$ cat config.mk
export PLATFORM = sky130hd
export DESIGN_NAME = asp_top
export DESIGN_NICKNAME = d
export VERILOG_FILES = /design/src/logic/asp_pkg.sv /design/src/logic/asp_tick_gen.sv /design/src/logic/asp_parity.sv /design/src/logic/asp_top.sv
export VERILOG_INCLUDE_DIRS = /design/src /design/src/logic
export SDC_FILE = /design/constraint.sdc
export NUM_CORES = 1
export LEC_CHECK = 0
export BUFFER_PORTS_ARGS = -buffer_cell sky130_fd_sc_hd__buf_2
export CAP_MARGIN = 20
export CELL_PAD_IN_SITES_DETAIL_PLACEMENT = 0
export CELL_PAD_IN_SITES_GLOBAL_PLACEMENT = 1
export CORE_ASPECT_RATIO = 1.25
export CORE_UTILIZATION = 48
export DETAILED_ROUTE_END_ITERATION = 8
export PLACE_DENSITY = 0.9
export SLEW_MARGIN = 0
export SYNTH_ARGS = -nofsm -noshare
export SYNTH_HDL_FRONTEND = slang
export SYNTH_HIERARCHICAL = 1
export SYNTH_SLANG_ARGS = --single-unit
$ cat constraint.sdc
create_clock -name CLK -period 5.25 [get_ports CLK]
set_clock_uncertainty 0.15 [all_clocks]
set_input_delay 0.7875 -clock CLK [delete_from_list [all_inputs] [get_ports CLK]]
set_output_delay 0.7875 -clock CLK [all_outputs]
set_load 0.01 [all_outputs]
$ cat src/logic/asp_defs.svh
// Timing and field constants for the asynchronous serial port.
// Assumes inclusion by bare name from files under logic/.
`ifndef ASP_DEFS_SVH
`define ASP_DEFS_SVH
`define ASP_OVERSAMPLE 16
`define ASP_HALF_BIT 8
`define ASP_CLK_HZ 40000000
`define ASP_BAUD_DEFAULT 9600
`define ASP_DATA_MAX 8
`define ASP_ADDR_DEFAULT 8'h01
`endif

$ cat src/logic/asp_pkg.sv
// Types shared by the asynchronous serial port files.
// Assumes asp_defs.svh is on the include path.
`default_nettype none
package asp_pkg;
  typedef enum logic [2:0]
  {
    ASP_PAR_NONE = 3'h0,
    ASP_PAR_ODD = 3'h1,
    ASP_PAR_EVEN = 3'h2,
    ASP_PAR_MARK = 3'h3,
    ASP_PAR_SPACE = 3'h4
  } asp_parity_e;
  typedef enum logic [1:0]
  {
    ASP_LEN5 = 2'h0,
    ASP_LEN6 = 2'h1,
    ASP_LEN7 = 2'h2,
    ASP_LEN8 = 2'h3
  } asp_len_e;
  typedef enum logic [1:0]
  {
    ASP_HS_NONE = 2'h0,
    ASP_HS_PTT = 2'h1,
    ASP_HS_RESTRAINT = 2'h2
  } asp_hs_e;
endpackage
`default_nettype wire

$ cat src/logic/asp_tick_gen.sv
// Oversampling tick generator: one pulse every DIV clocks.
// Assumes a synchronous, active-high internal reset.
`default_nettype none
module asp_tick_gen
#(
  parameter int DIV = 260
)
(
  input wire logic clk,
  input wire logic rst,
  output logic tick
);
  initial
  begin
    if (DIV < 1 || DIV > 65536)
      $error("Divider must lie between one and the counter range.");
  end
  logic [15:0] cnt_ff;
  always_ff @(posedge clk)
  begin
    if (rst)
      cnt_ff <= 16'h0;
    else if (cnt_ff == 16'(DIV - 1))
      cnt_ff <= 16'h0;
    else
      cnt_ff <= cnt_ff + 16'h1;
  end
  assign tick = (cnt_ff == 16'(DIV - 1));
endmodule
`default_nettype wire

$ cat src/logic/asp_parity.sv
// Parity bit calculation over a masked character.
// Assumes data bits above the character length are already zero.
`default_nettype none
module asp_parity
(
  input wire logic [7:0] data,
  input wire asp_pkg::asp_parity_e mode,
  output logic bit_out
);
  import asp_pkg::*;
  always_comb
  begin
    unique case (mode)
      ASP_PAR_ODD: bit_out = ~(^data);
      ASP_PAR_EVEN: bit_out = ^data;
      ASP_PAR_MARK: bit_out = 1'b1;
      default: bit_out = 1'b0;
    endcase
  end
endmodule
`default_nettype wire

$ cat src/logic/asp_top.sv
// Asynchronous serial port: transmitter, receiver, handshakes, address filter.
// Assumes CLK at 40 MHz; line pins are asynchronous and get synchronised here.
`include "asp_defs.svh"
`default_nettype none
module asp_top
#(
  parameter int CLK_HZ = `ASP_CLK_HZ,
  parameter int BAUD = `ASP_BAUD_DEFAULT
)
(
  input wire logic CLK,
  input wire logic RST_N,
  input wire logic [7:0] TX_DATA,
  input wire logic TX_VALID,
  output logic TX_READY,
  output logic TX_BUSY,
  output logic [7:0] RX_DATA,
  output logic RX_VALID,
  input wire logic RX_READY,
  output logic RX_PARITY_ERR,
  output logic RX_FRAME_ERR,
  input wire asp_pkg::asp_len_e CFG_LEN,
  input wire asp_pkg::asp_parity_e CFG_PARITY,
  input wire logic CFG_TWO_STOP,
  input wire asp_pkg::asp_hs_e CFG_HANDSHAKE,
  input wire logic CFG_CTS_GATE,
  input wire logic CFG_USE_DTR,
  input wire logic CFG_MULTIDROP,
  input wire logic CFG_ADDR_FILTER,
  input wire logic [7:0] CFG_OWN_ADDR,
  input wire logic SERIAL_IN,
  output logic SERIAL_OUT,
  output logic SERIAL_OE_N,
  input wire logic CTS_IN,
  output logic RTS_OUT,
  output logic DTR_OUT
);
  import asp_pkg::*;
  localparam int DIV = CLK_HZ / (BAUD * `ASP_OVERSAMPLE);
  initial
  begin
    if (DIV < 1)
      $error("Clock too slow for the chosen baud rate.");
  end

  typedef enum logic [4:0]
  {
    ASP_TX_IDLE = 5'b00001,
    ASP_TX_START = 5'b00010,
    ASP_TX_DATA = 5'b00100,
    ASP_TX_PAR = 5'b01000,
    ASP_TX_STOP = 5'b10000
  } asp_txst_e;
  typedef enum logic [4:0]
  {
    ASP_RX_IDLE = 5'b00001,
    ASP_RX_START = 5'b00010,
    ASP_RX_DATA = 5'b00100,
    ASP_RX_PAR = 5'b01000,
    ASP_RX_STOP = 5'b10000
  } asp_rxst_e;

  logic rst_a_ff, rst_b_ff, rst;
  logic rx_s1_ff, rx_s2_ff, cts_s1_ff, cts_s2_ff;
  logic tick;
  logic [2:0] nbits;
  logic [7:0] mask;
  logic tx_par, rx_par;

  always_ff @(posedge CLK or negedge RST_N)
  begin
    if (!RST_N)
    begin
      rst_a_ff <= 1'b0;
      rst_b_ff <= 1'b0;
    end
    else
    begin
      rst_a_ff <= 1'b1;
      rst_b_ff <= rst_a_ff;
    end
  end
  assign rst = ~rst_b_ff;

  // Line inputs pass two flip-flops; the line idles at mark.
  always_ff @(posedge CLK)
  begin
    if (rst)
    begin
      rx_s1_ff <= 1'b1;
      rx_s2_ff <= 1'b1;
      cts_s1_ff <= 1'b0;
      cts_s2_ff <= 1'b0;
    end
    else
    begin
      rx_s1_ff <= SERIAL_IN;
      rx_s2_ff <= rx_s1_ff;
      cts_s1_ff <= CTS_IN;
      cts_s2_ff <= cts_s1_ff;
    end
  end

  asp_tick_gen #(.DIV(DIV)) u_tick (.clk(CLK), .rst(rst), .tick(tick));

  assign nbits = 3'(4 + CFG_LEN);
  assign mask = 8'hff >> (3'h7 - nbits);

  // Transmitter.
  asp_txst_e tx_st_ff;
  logic [3:0] tx_tick_ff;
  logic [2:0] tx_bit_ff;
  logic [7:0] tx_sh_ff;
  logic tx_line_ff, tx_stop2_ff, tx_p_ff, tx_hold_ff;
  logic tx_may_start;

  asp_parity u_tx_par (.data(TX_DATA & mask), .mode(CFG_PARITY), .bit_out(tx_par));

  // Clear must be asserted before any new character when gating applies.
  // Push-to-talk waits until its own request is on the line before clear counts.
  assign tx_may_start = (~(CFG_CTS_GATE | CFG_HANDSHAKE != ASP_HS_NONE) | cts_s2_ff) &
                        ((CFG_HANDSHAKE != ASP_HS_PTT) | RTS_OUT);
  assign TX_READY = (tx_st_ff == ASP_TX_IDLE) & tx_may_start;
  assign TX_BUSY = (tx_st_ff != ASP_TX_IDLE);

  always_ff @(posedge CLK)
  begin
    if (rst)
    begin
      tx_st_ff <= ASP_TX_IDLE;
      tx_tick_ff <= 4'h0;
      tx_bit_ff <= 3'h0;
      tx_sh_ff <= 8'h0;
      tx_line_ff <= 1'b1;
      tx_stop2_ff <= 1'b0;
      tx_p_ff <= 1'b0;
    end
    else
    begin
      unique case (tx_st_ff)
        ASP_TX_IDLE:
        begin
          tx_line_ff <= 1'b1;
          if (TX_VALID && TX_READY)
          begin
            tx_sh_ff <= TX_DATA & mask;
            tx_p_ff <= tx_par;
            tx_line_ff <= 1'b0;
            tx_tick_ff <= 4'h0;
            tx_st_ff <= ASP_TX_START;
          end
        end
        ASP_TX_START:
        begin
          if (tick)
          begin
            tx_tick_ff <= tx_tick_ff + 4'h1;
            if (tx_tick_ff == 4'hf)
            begin
              tx_line_ff <= tx_sh_ff[0];
              tx_bit_ff <= 3'h0;
              tx_st_ff <= ASP_TX_DATA;
            end
          end
        end
        ASP_TX_DATA:
        begin
          if (tick)
          begin
            tx_tick_ff <= tx_tick_ff + 4'h1;
            if (tx_tick_ff == 4'hf)
            begin
              if (tx_bit_ff == nbits)
              begin
                if (CFG_PARITY != ASP_PAR_NONE)
                begin
                  tx_line_ff <= tx_p_ff;
                  tx_st_ff <= ASP_TX_PAR;
                end
                else
                begin
                  tx_line_ff <= 1'b1;
                  tx_stop2_ff <= CFG_TWO_STOP;
                  tx_st_ff <= ASP_TX_STOP;
                end
              end
              else
              begin
                tx_line_ff <= tx_sh_ff[tx_bit_ff + 3'h1];
                tx_bit_ff <= tx_bit_ff + 3'h1;
              end
            end
          end
        end
        ASP_TX_PAR:
        begin
          if (tick)
          begin
            tx_tick_ff <= tx_tick_ff + 4'h1;
            if (tx_tick_ff == 4'hf)
            begin
              tx_line_ff <= 1'b1;
              tx_stop2_ff <= CFG_TWO_STOP;
              tx_st_ff <= ASP_TX_STOP;
            end
          end
        end
        ASP_TX_STOP:
        begin
          if (tick)
          begin
            tx_tick_ff <= tx_tick_ff + 4'h1;
            if (tx_tick_ff == 4'hf)
            begin
              if (tx_stop2_ff)
                tx_stop2_ff <= 1'b0;
              else
                tx_st_ff <= ASP_TX_IDLE;
            end
          end
        end
      endcase
    end
  end

  // Push-to-talk request stays up while data waits or a character is on the line.
  always_ff @(posedge CLK)
  begin
    if (rst)
      tx_hold_ff <= 1'b0;
    else
      tx_hold_ff <= TX_VALID | (tx_st_ff != ASP_TX_IDLE);
  end

  // Outside reset, in multidrop the driver floats whenever the transmitter is idle and TX_VALID is low.
  always_ff @(posedge CLK)
  begin
    if (rst)
    begin
      SERIAL_OUT <= 1'b1;
      SERIAL_OE_N <= 1'b0;
    end
    else
    begin
      SERIAL_OUT <= tx_line_ff;
      SERIAL_OE_N <= CFG_MULTIDROP & (tx_st_ff == ASP_TX_IDLE) & ~TX_VALID;
    end
  end

  // Receiver.
  asp_rxst_e rx_st_ff;
  logic [3:0] rx_tick_ff;
  logic [2:0] rx_bit_ff;
  logic [7:0] rx_sh_ff;
  logic rx_pbit_ff, rx_addr_phase_ff, rx_drop_ff;

  asp_parity u_rx_par (.data(rx_sh_ff & mask), .mode(CFG_PARITY), .bit_out(rx_par));

  always_ff @(posedge CLK)
  begin
    if (rst)
    begin
      rx_st_ff <= ASP_RX_IDLE;
      rx_tick_ff <= 4'h0;
      rx_bit_ff <= 3'h0;
      rx_sh_ff <= 8'h0;
      rx_pbit_ff <= 1'b0;
      RX_DATA <= 8'h0;
      RX_VALID <= 1'b0;
      RX_PARITY_ERR <= 1'b0;
      RX_FRAME_ERR <= 1'b0;
      rx_addr_phase_ff <= 1'b1;
      rx_drop_ff <= 1'b0;
    end
    else
    begin
      if (RX_VALID && RX_READY)
        RX_VALID <= 1'b0;
      if (!CFG_ADDR_FILTER)
      begin
        rx_addr_phase_ff <= 1'b1;
        rx_drop_ff <= 1'b0;
      end
      unique case (rx_st_ff)
        ASP_RX_IDLE:
        begin
          if (!rx_s2_ff)
          begin
            rx_tick_ff <= 4'h0;
            rx_st_ff <= ASP_RX_START;
          end
        end
        ASP_RX_START:
        begin
          if (tick)
          begin
            rx_tick_ff <= rx_tick_ff + 4'h1;
            if (rx_tick_ff == 4'(`ASP_HALF_BIT - 1))
            begin
              rx_tick_ff <= 4'h0;
              if (rx_s2_ff)
                rx_st_ff <= ASP_RX_IDLE;
              else
              begin
                rx_bit_ff <= 3'h0;
                rx_sh_ff <= 8'h0;
                rx_st_ff <= ASP_RX_DATA;
              end
            end
          end
        end
        ASP_RX_DATA:
        begin
          if (tick)
          begin
            rx_tick_ff <= rx_tick_ff + 4'h1;
            if (rx_tick_ff == 4'hf)
            begin
              rx_sh_ff[rx_bit_ff] <= rx_s2_ff;
              rx_bit_ff <= rx_bit_ff + 3'h1;
              if (rx_bit_ff == nbits)
                rx_st_ff <= (CFG_PARITY != ASP_PAR_NONE) ? ASP_RX_PAR : ASP_RX_STOP;
            end
          end
        end
        ASP_RX_PAR:
        begin
          if (tick)
          begin
            rx_tick_ff <= rx_tick_ff + 4'h1;
            if (rx_tick_ff == 4'hf)
            begin
              rx_pbit_ff <= rx_s2_ff;
              rx_st_ff <= ASP_RX_STOP;
            end
          end
        end
        ASP_RX_STOP:
        begin
          if (tick)
          begin
            rx_tick_ff <= rx_tick_ff + 4'h1;
            if (rx_tick_ff == 4'hf)
            begin
              // Search resumes here, mid stop bit; a second stop is idle mark.
              rx_st_ff <= ASP_RX_IDLE;
              if (CFG_ADDR_FILTER && rx_addr_phase_ff)
              begin
                rx_drop_ff <= ((rx_sh_ff & mask) != (CFG_OWN_ADDR & mask));
                rx_addr_phase_ff <= 1'b0;
              end
              if (!(CFG_ADDR_FILTER && (rx_addr_phase_ff ?
                  ((rx_sh_ff & mask) != (CFG_OWN_ADDR & mask)) : rx_drop_ff)))
              begin
                RX_DATA <= rx_sh_ff & mask;
                RX_VALID <= 1'b1;
                RX_PARITY_ERR <= (CFG_PARITY != ASP_PAR_NONE) &
                                 (rx_pbit_ff != rx_par);
                RX_FRAME_ERR <= ~rx_s2_ff;
              end
              if (!rx_s2_ff)
                rx_addr_phase_ff <= 1'b1;
            end
          end
        end
      endcase
    end
  end

  // Restraint: RTS_OUT, or DTR_OUT when CFG_USE_DTR is set, drops while a received character waits unread.
  always_ff @(posedge CLK)
  begin
    if (rst)
    begin
      RTS_OUT <= 1'b0;
      DTR_OUT <= 1'b1;
    end
    else
    begin
      unique case (CFG_HANDSHAKE)
        ASP_HS_PTT:
        begin
          RTS_OUT <= tx_hold_ff;
          DTR_OUT <= 1'b1;
        end
        ASP_HS_RESTRAINT:
        begin
          RTS_OUT <= CFG_USE_DTR ? 1'b1 : ~RX_VALID;
          DTR_OUT <= CFG_USE_DTR ? ~RX_VALID : 1'b1;
        end
        default:
        begin
          RTS_OUT <= 1'b1;
          DTR_OUT <= 1'b1;
        end
      endcase
    end
  end
endmodule
`default_nettype wire

# --- Yosys cells after proc, flatten, opt, wreduce, memory -nomap -nowiden ---
# Cells that the tools add are included.
op_classes:
  addsub: 7
  n_lt_le_gt_ge: 3
  eq_ne: 51
  shifts: 1
  muxes: 96
  bitwise: 20
  reduce_logical: 28
ops:
  columns: ["op", "count"]
  rows:
  - ["two-way mux 5 bit", 22]
  - ["one-hot mux 5 bit (5 select lines)", 2]
  - ["!= test 2 bit, second input constant", 24]
  - ["two-way mux 8 bit", 5]
  - ["two-way mux 1 bit", 37]
  - ["two-way mux 3 bit", 11]
  - ["AND 8 bit", 3]
  - ["two-way mux 4 bit", 6]
  - ["adder 16 x 1 -> 16 bit, second input constant", 1]
  - ["== test 16 x 9 -> 1 bit, second input constant", 1]
  - ["one-hot mux 8 bit (2 select lines)", 1]
  - ["parity 8 bit", 2]
  - ["one-hot mux 3 bit (2 select lines)", 2]
  - ["one-hot mux 4 bit (3 select lines)", 1]
  - ["AND reduction 6 bit", 2]
  - ["AND reduction 11 bit", 1]
  - ["== test 5 x 1 -> 1 bit, second input constant", 2]
  - ["== test 5 x 2 -> 1 bit, second input constant", 2]
  - ["== test 5 x 3 -> 1 bit, second input constant", 2]
  - ["== test 5 x 4 -> 1 bit, second input constant", 2]
  - ["== test 5 bit, second input constant", 2]
  - ["AND reduction 10 bit", 1]
  - ["one-hot mux 1 bit (3 select lines)", 3]
  - ["AND reduction 3 bit", 3]
  - ["other kinds (38)", 68]
totals:
  register_bits: 84
  in_bits: 34
  out_inout_bits: 17
  word_cells: 236

# --- Longest topological paths before layout ---
# Gate-level depths: netlist of run 1.
logic_depth:
  ltp_word: 11
  depth_mapped: 10
  depth_no_buf: 9

# --- Modules after synthesis ---
# Netlist of run 1, hierarchy kept.
by_module_without_submodules:
  columns: ["mod", "n_inst", "cells_each", "area_per_inst_um2", "seq_area_each_um2"]
  rows:
  - ["asp_top", 1, 411, 3631.0, 1371.3]
  - ["asp_tick_gen", 1, 83, 742.0, 320.3]
  - ["asp_parity", 2, 10, 83.8, 0.0]

# --- Least setup slack after synthesis of run 1 ---
# No wires, ideal clock.
synth_path:
  path_type: "register to register"
  startpoint: "register u_tick.cnt_ff[0]"
  endpoint: "register RX_DATA[5]"
  setup_time_ns: 0.072
  arrival_ns: 2.223
  t_required_ns: 5.028
  slack_ns: 2.805
  stages_incl_launch_ff: 10
  path_buffers: 2
  period_less_slack_ns: 2.445
  path_cell_list: "dfxtp_1 > ha_1 > nor4bb_1 > and4_1 > clkbuf_1 > and3_1 > nand3_1 > o21ba_2 > buf_6 > mux2i_1"
synth_between:
  elab_chain_cells: 2
synth_lines:
  columns: ["item", "line", "text"]
  rows:
  - ["start: declaration", "asp_tick_gen.sv:18", "logic [15:0] cnt_ff;"]
  - ["start signal: assignment", "asp_tick_gen.sv:26", "cnt_ff <= cnt_ff + 16'h1;"]
  - ["== test 16 x 9 -> 1 bit", "asp_tick_gen.sv:28", "assign tick = (cnt_ff == 16'(DIV - 1));"]
  - ["net tick", "asp_top.sv:65", "logic tick;"]
  - ["AND reduction 4 bit (no line)", null, null]
  - ["end signal: assignment", "asp_top.sv:355", "RX_DATA <= rx_sh_ff & mask;"]
  - ["end: declaration", "asp_top.sv:17", "output logic [7:0] RX_DATA,"]
# The timed path passes the listed nets, and every way through them passes these cells.
# A chain may end at the register's enable or synchronous reset.

# --- Worst setup path after layout of run 1 ---
layout_path:
  startpoint: "register u_tick.cnt_ff[0]"
  endpoint: "register rx_st_ff[2]"
layout_between:
  elab_chain_cells: 3
  word_cells_on_any_way: 6
  classes_between: "eq/ne (5); reduce/logical (1)"
layout_lines:
  columns: ["item", "line", "text"]
  rows:
  - ["== test 16 x 9 -> 1 bit *", "asp_tick_gen.sv:28", null]
  - ["net tick", "asp_top.sv:65", null]
  - ["!= test 2 bit (no line)", null, null]
  - ["AND reduction 10 bit (no line) *", null, null]
  - ["end signal: assignment", "asp_top.sv:322", "rx_st_ff <= (CFG_PARITY != ASP_PAR_NONE) ? ASP_RX_PAR : ASP_RX_STOP;"]
  - ["end: declaration", "asp_top.sv:251", "asp_rxst_e rx_st_ff;"]
# Mark *: on every way through the listed nets, which the timed path passes. The rest lies on a longest branch.

==> impl_results.md, run 1 <==
- Fraction of post-synthesis cell area in the top cell type by area: 0.3615
- Crit. End Element: flip-flop
- Number of buffers inserted by post-CTS setup repair: 0
- Worst supply voltage drop on vdd: 0.1803 mV
- Type of the worst setup path: flip-flop to flip-flop
- Die Span Y: approximately 110 um
- Post-synth EDFFs: 0
- Multiplexer fraction of the synthesized cell area: 0.08046
- Run status: completed
- Simple-gate share of the synthesized area: 0.2538
- Distinct cells, synth: 68
- Main combinational cell family by area after synthesis: simple AND/OR/NAND/NOR gates
- Drt drc: 0
- Layout filler cell count: a little under 900
- Maximum level of the CTS H-tree: 3
- Synthesis Warnings: 6
- Hold_ws: about 0.07 ns
- Number of hold buffers added after cts: 0
- TritonCTS Buffers: 9
- Headroom to the max-slew limit: 0.3598
- Endpoint of the most critical register-to-register path: rx_st_ff[2]
- Congestion Overflow GR: 0
- Core Region: between 9000 and 10000 um^2
- TritonCTS clock tree: built
- Number of hold violations in the final report: 0
- Via Count: 3783
- CP required: about 5.4 ns
- Number of standard-cell rows in the floorplan: 39
- Worst setup path startpoint: u_tick/cnt_ff[0]
- Setup repair after global routing missed its margin: false
- Max Transition Viols Final: 0
- Number of top-level design ports: 51
- Cell depth of the worst flop-to-flop path: 7
- Crit path largest cell delay: around 0.54 ns
- Class of the tightest hold or removal check: input pin to async pin
- Post-Synth Adder-Cell Area: 0.02480
- Violation count after the first detailed-route iteration: 162
- Diode insertion count for antenna repair: 0
- Mean area per synthesized cell: just under 9 um^2
- Main area contributors after synthesis: sky130_fd_sc_hd__dfxtp_1, sky130_fd_sc_hd__xnor2_1, sky130_fd_sc_hd__mux2i_1, sky130_fd_sc_hd__nor2_1, sky130_fd_sc_hd__nand2_1
- Port buffer count: 50
- Detailed-placement wirelength estimate: about 7300 um
- Sequential-to-total area share from yosys stat: 0.3726
- Synth Area in Compound Gates: 0.1281
- Final nets: a little under 600
- Layout cells sized above 1: 0.1441
- Portion of the clock cycle consumed by the worst path in the final layout: 0.5444
- DRT antenna net count: 0
- Peak Freq: 0.3499 GHz
- Post-placement setup slack: 2.429 ns
- Top flip-flop cell by instance count after synthesis: sky130_fd_sc_hd__dfxtp_1
- Critical path cell sequence: ha_1 > nor4bb_1 > and4_1 > nor3_1 > a2111o_1 > or4_1 > o21ai_1
- Max-cap check violation count: 0
- Starting density of the core: 0.4950
- Data arrival time of the critical path: just under 3 ns
- CP max-delay cell: sky130_fd_sc_hd__or4_1
- Syn Std Cell Area: around 4500 um^2
- Sink Count: 84
- Final RePlAce weighted congestion: between 0.8 and 0.9
- Power density cells: about 320 nW/um^2
- Horizontal die dimension: roughly 89 um
- Vias per cell: between 5 and 6
- Async set or reset register ratio after synthesis: 0.02381
- Slew of the pin with the lowest slew margin: approximately 0.96 ns
- Later-pin clock latency in the skew report: roughly 0.34 ns
- Vias in the first global route: between 3000 and 4000
- First-pass GRT wire length: between 15000 and 20000 um
- Deepest clock path buffer count: 2
- Clock slew at reported path FFs: 0.06 ns
- #FFs+latches synth: between 80 and 90
- CTS resizes: 0
- Largest fanout on the critical path: 13
- Cell at the root of the clock tree: sky130_fd_sc_hd__clkbuf_16
- Instance count of the mapped netlist: 514
- Total Routed Length: ~10000 um
- Worst setup endpoint: rx_st_ff[2]
- Crit start category: flip-flop
- Synthesized-area fraction occupied by xor and xnor cells: 0.09645
- Setup TNS: 0 ns
- Final worst slack: between 2 and 2.5 ns
- Leak pwr: about 2 nW
- Area of the die: just under 10000 um^2
- Initial antenna violation count: 0
- Synth-to-Final Area Change: 12.46%
- Average wire length per cell after detail routing: 15.26 um
- Synthesized netlist net count: 557
- GR Util All Layers: 0.2232
- Post-layout min period: ~2.9 ns
- Top cell type by total area after synthesis: sky130_fd_sc_hd__dfxtp_1
- Number of detailed-route iterations in the first pass: 4
- Largest net degree at the start of global routing: 50
- Worst R2R Setup Slack: 2.39 ns
- Count of final setup violators: 0
- Reg-to-reg startpoint: u_tick/cnt_ff[0]
[placed cells by master (no fill, tap or decap), types with 3 or more instances in the layout]
cell	instances
sky130_fd_sc_hd__a31oi_1	3
sky130_fd_sc_hd__nand2b_1	13
sky130_fd_sc_hd__nor3_1	16
sky130_fd_sc_hd__and2_1	5
sky130_fd_sc_hd__o21bai_1	3
sky130_fd_sc_hd__nand3_1	15
sky130_fd_sc_hd__o31ai_1	8
sky130_fd_sc_hd__buf_2	50
sky130_fd_sc_hd__o21ai_0	10
sky130_fd_sc_hd__and4_1	3
sky130_fd_sc_hd__a211oi_1	4
sky130_fd_sc_hd__inv_1	12
sky130_fd_sc_hd__and3_1	6
sky130_fd_sc_hd__nor2_1	53
sky130_fd_sc_hd__nand4_1	9
sky130_fd_sc_hd__nor4_1	7
sky130_fd_sc_hd__o311a_1	4
sky130_fd_sc_hd__or2_2	3
sky130_fd_sc_hd__ha_1	9
sky130_fd_sc_hd__nand2_1	51
sky130_fd_sc_hd__or3_1	6
sky130_fd_sc_hd__o211ai_1	6
sky130_fd_sc_hd__nor2b_1	10
sky130_fd_sc_hd__dfxtp_1	82
sky130_fd_sc_hd__xor2_1	11
sky130_fd_sc_hd__a21oi_1	12
sky130_fd_sc_hd__nand4b_1	3
sky130_fd_sc_hd__mux2i_1	32
sky130_fd_sc_hd__xnor2_1	39
sky130_fd_sc_hd__clkbuf_16	9
sky130_fd_sc_hd__o211a_1	5
[cell type report]
| cell class | instances | area [um^2] | share of cell area |
|---|---|---|---|
| Multi-Input combinational cell | 392 | 2654 | 0.5197 |
| Sequential cell | 84 | 1692 | 0.3313 |
| Clock buffer | 13 | 260.3 | 0.05097 |
| Timing Repair Buffer | 51 | 257.7 | 0.05048 |
| Tap cell | 123 | 153.9 | 0.03014 |
| Inverter | 12 | 45.04 | 0.008821 |
| Clock inverter | 3 | 43.79 | 0.008576 |
[stage by stage]
step                cells  utilization  cell area (um^2)  total power, mW
floorplan             514            -              4541           0.9146
global placement      662       0.5235              4802           0.9798
detailed placement    662       0.5235              4802           0.9854
CTS                   678       0.5566              5106            1.631
global route          678       0.5566              5106            1.687
finish                678       0.5566              5106            1.618
[per-layer routing]
layer | track usage | wire [um]
met4 | 0.08042 | 182
met2 | 0.3759 | 5231
met1 | 0.2780 | 4638
met3 | 0.04468 | 298
met5 | 0 | 0
[worst min-delay path by stage]
stage / start / depth (start not counted) / slack (ns) / end
global placement: rst_a_ff / 0 / 0.19 / rst_b_ff
CTS: RST_N / 1 / 0.06 / rst_a_ff
floorplan: rst_a_ff / 0 / 0.18 / rst_b_ff
finish: RST_N / 1 / 0.07 / rst_a_ff
global route: RST_N / 1 / 0.06 / rst_a_ff
detailed placement: rst_a_ff / 0 / 0.19 / rst_b_ff
[synth_stat cells, drive strengths merged (9+ instances only)]
library cell	count
nor2b	10
o21ai	12
ha	9
xor2	11
buf	13
nand4	10
mux2i	32
nand2	51
dfxtp	82
nand3	15
nor2	53
a21oi	12
nor3	18
nand2b	13
clkbuf	13
inv	12
xnor2	39
[report_power, final]
group / switching (mW) / leakage, nW / internal [mW]
logic: 0.158 / 1.19 / 0.116
clock network: 0.245 / 0.150 / 0.396
registers: 0.0412 / 0.688 / 0.663
[worst max-delay path, delay by kind of cell, from the launching register on]
family	cells	cell delay [ns]
flops	1	0.41
fa+ha+maj	1	0.21
compound gates	2	0.58
simple gates	4	1.45
[sequential cells by signal, summed over array words and instances, names as in the netlist, 3 cells and up]
register,flops
tx_st_ff,5
u_tick/cnt_ff,16
rx_tick_ff,4
rx_st_ff,5
tx_tick_ff,4
tx_bit_ff,3
tx_sh_ff,8
rx_sh_ff,8
rx_bit_ff,3
RX_DATA,8
[cells by family (layout without fill, tap and decap cells)]
logic type / count (synthesis) / after routing
AND/OR/NAND/NOR: 219 / 219
flip-flops: 84 / 84
AO/OA/AOI/OAI: 79 / 79
XOR/XNOR: 50 / 50
buffers and inverters: 38 / 79
multiplexers: 34 / 34
adder cells (fa/ha/maj): 9 / 9
other: 1 / 1
(Power assumes the default switching activity.)
==> inputs of run 2 (changes only) <==
- CORE_UTILIZATION: 48 -> 40
- PLACE_DENSITY: 0.9 -> 0.81
- clock period: 5.25 -> 2.52 ns (I/O delays scaled with it)
==> run 2 against run 1 <==
- final area is 3.6% higher
- register-to-register slack got worse by 2.3 ns
- setup slack got worse by 2.3 ns
- via count increased by 2.7%
- utilization decreased by 7.9 points
- count of clock-buffer cells in the layout shrank 4
- global-route usage is 3.8 points lower
- hold slack about the same
- sequential share of layout area is 1.2 points lower
- die area is 20% higher
- critical path type unchanged
- critical endpoint unchanged
==> impl_results.md, run 2 (synthesis gave the netlist of run 1 again) <==
- Run status: completed
- Peak Freq: ~0.42 GHz
- Diode insertion count for antenna repair: 0
- Largest register FFs: 16
- Headroom to the max-slew limit: 0.5725
- Sink Count: 84
- GR Util All Layers: 0.1849
- Port buffer count: 50
- Count of final setup violators: 0
- Maximum level of the CTS H-tree: 3
- Class of the tightest hold or removal check: input pin to flip-flop
- Via Count: between 3000 and 4000
- Most used cells in the layout excluding fill and tap cells: sky130_fd_sc_hd__dfxtp_1, sky130_fd_sc_hd__nor2_1, sky130_fd_sc_hd__nand2_1, sky130_fd_sc_hd__buf_2, sky130_fd_sc_hd__xnor2_1
- CP required: around 2.6 ns
- Number of top-level design ports: 51
- Synth-to-Final Area Change: 16.51%
- Final non-filler cell total: between 700 and 800
- Crit start category: flip-flop
- Die Span Y: roughly 120 um
- Core Region: 11080 um^2
- Reg-to-reg startpoint: u_tick/cnt_ff[0]
- Area of the die: 11780 um^2
- Horizontal die dimension: around 97 um
- Number of detailed-route iterations in the first pass: 4
- Congestion Overflow GR: 0
- Later-pin clock latency in the skew report: around 0.34 ns
- Worst R2R Setup Slack: about 0.14 ns
- Starting density of the core: 0.4097
- Final nets: between 600 and 700
- Violation count after the first detailed-route iteration: 194
- Drt drc: 0
- Average wire length per cell after detail routing: 14.77 um
- Worst setup endpoint: rx_st_ff[2]
- Worst supply voltage drop on vdd: around 0.26 mV
- Largest net degree at the start of global routing: 33
- Final worst slack: about 0.14 ns
- Post-placement setup slack: slightly below 0.09 ns
- Placed Cells: 689
- Vias in the first global route: 3786
- Crit. End Element: flip-flop
- Layout Utilization: 0.4773
- Cell depth of the worst flop-to-flop path: 7
- Data arrival time of the critical path: approximately 2.5 ns
- Largest Register: u_tick/cnt_ff
- Total power consumption of the routed design: 3.462 mW
- Total Routed Length: about 10000 um
- Detailed-placement wirelength estimate: around 7700 um
- Max-cap check violation count: 0
- Initial antenna violation count: 0
- Layout cells sized above 1: 0.1780
- Vias per cell: between 5 and 6
- First-pass GRT wire length: 17650 um
- TritonCTS clock tree: built
- Most common cell after layout, fill and taps aside: sky130_fd_sc_hd__dfxtp_1
- Endpoint of the most critical register-to-register path: rx_st_ff[2]
- Type of the worst setup path: flip-flop to flip-flop
- Leak pwr: approximately 2.1 nW
- TritonCTS Buffers: 9
- Post-layout min period: approximately 2.4 ns
- Worst setup path startpoint: u_tick/cnt_ff[0]
- Number of standard-cell rows in the floorplan: 43
- Portion of the clock cycle consumed by the worst path in the final layout: 0.9447
- Max Transition Viols Final: 0
- Final RePlAce weighted congestion: ~0.88
- Cell at the root of the clock tree: sky130_fd_sc_hd__clkbuf_16
- DRT antenna net count: 0
- Deepest clock path buffer count: 2
- Slew of the pin with the lowest slew margin: between 0.6 and 0.7 ns
- Largest fanout on the critical path: 5
- Power density cells: ~650 nW/um^2
- Number of hold violations in the final report: 0
- Clock slew at reported path FFs: around 0.06 ns
run 2: changes by cell type in the layout (fill, tap and decap cells not counted), moves of 2 or more:
| cell | previous run | this run |
|---|---|---|
| sky130_fd_sc_hd__buf_4 | 1 | 18 |
| sky130_fd_sc_hd__clkbuf_1 | 2 | 0 |
| sky130_fd_sc_hd__clkbuf_8 | 2 | 0 |
| sky130_fd_sc_hd__clkinv_2 | 1 | 3 |
run 2: layer usage:
layer  vias up  global-route usage  routed length (um)
met3        22             0.02880                 367
li1       1938                   -                   -
met2        73              0.3327                5332
met5         -                   0                   0
met1      1851              0.2161                4528
met4         0             0.08364                 225
run 2: timing repair:
action	4_1_cts	5_1_grt
hold buffers	1	0
setup buffers	0	2
resized for setup	0	5
endpoints found under the hold margin	2	0
endpoints found under the setup margin	0	28
run 2: how the worst min path moves through the flow:
stage / end / cells past startpoint / from
floorplan: rst_a_ff / 0 / RST_N
global placement: rst_b_ff / 1 / RST_N
detailed placement: rst_a_ff / 1 / RST_N
CTS: rx_s1_ff / 2 / SERIAL_IN
global route: DTR_OUT / 2 / CFG_USE_DTR
finish: rx_s1_ff / 2 / SERIAL_IN
run 2: final cells by class:
class | count | area (um^2)
fill | 1100 | 5793
clock buffer | 9 | 225.2
clock inverter | 7 | 91.34
sequential | 84 | 1692
inverter | 12 | 45.04
multi-input combinational | 392 | 2673
tap | 135 | 168.9
timing repair buffer | 69 | 395.4
run 2: through the flow:
| stage | hold slack (ns) | cell area (um^2) | TNS, ns |
|---|---|---|---|
| global route | 0.08773 | 5290 | -0.02118 |
| floorplan | -0.06759 | 4541 | 0 |
| finish | 0.06956 | 5290 | 0 |
| CTS | 0.06073 | 5256 | 0 |
| global placement | 0.02058 | 4930 | 0 |
| detailed placement | 0.02106 | 4930 | 0 |
run 2: power by group:
group          internal, mW  switching, mW  total, mW
logic                 0.257          0.331      0.587
clock network         0.864          0.539       1.40
registers              1.38         0.0908       1.47
run 2: critical path, cell delays in order (launching register included):
cell and delay, ns:
sky130_fd_sc_hd__dfxtp_1 0.34, sky130_fd_sc_hd__ha_1 0.18, sky130_fd_sc_hd__nor4bb_1 0.19, sky130_fd_sc_hd__and4_2 0.32, sky130_fd_sc_hd__nor3_1 0.11, sky130_fd_sc_hd__a2111o_1 0.41
sky130_fd_sc_hd__or4_1 0.52, sky130_fd_sc_hd__o21ai_1 0.10
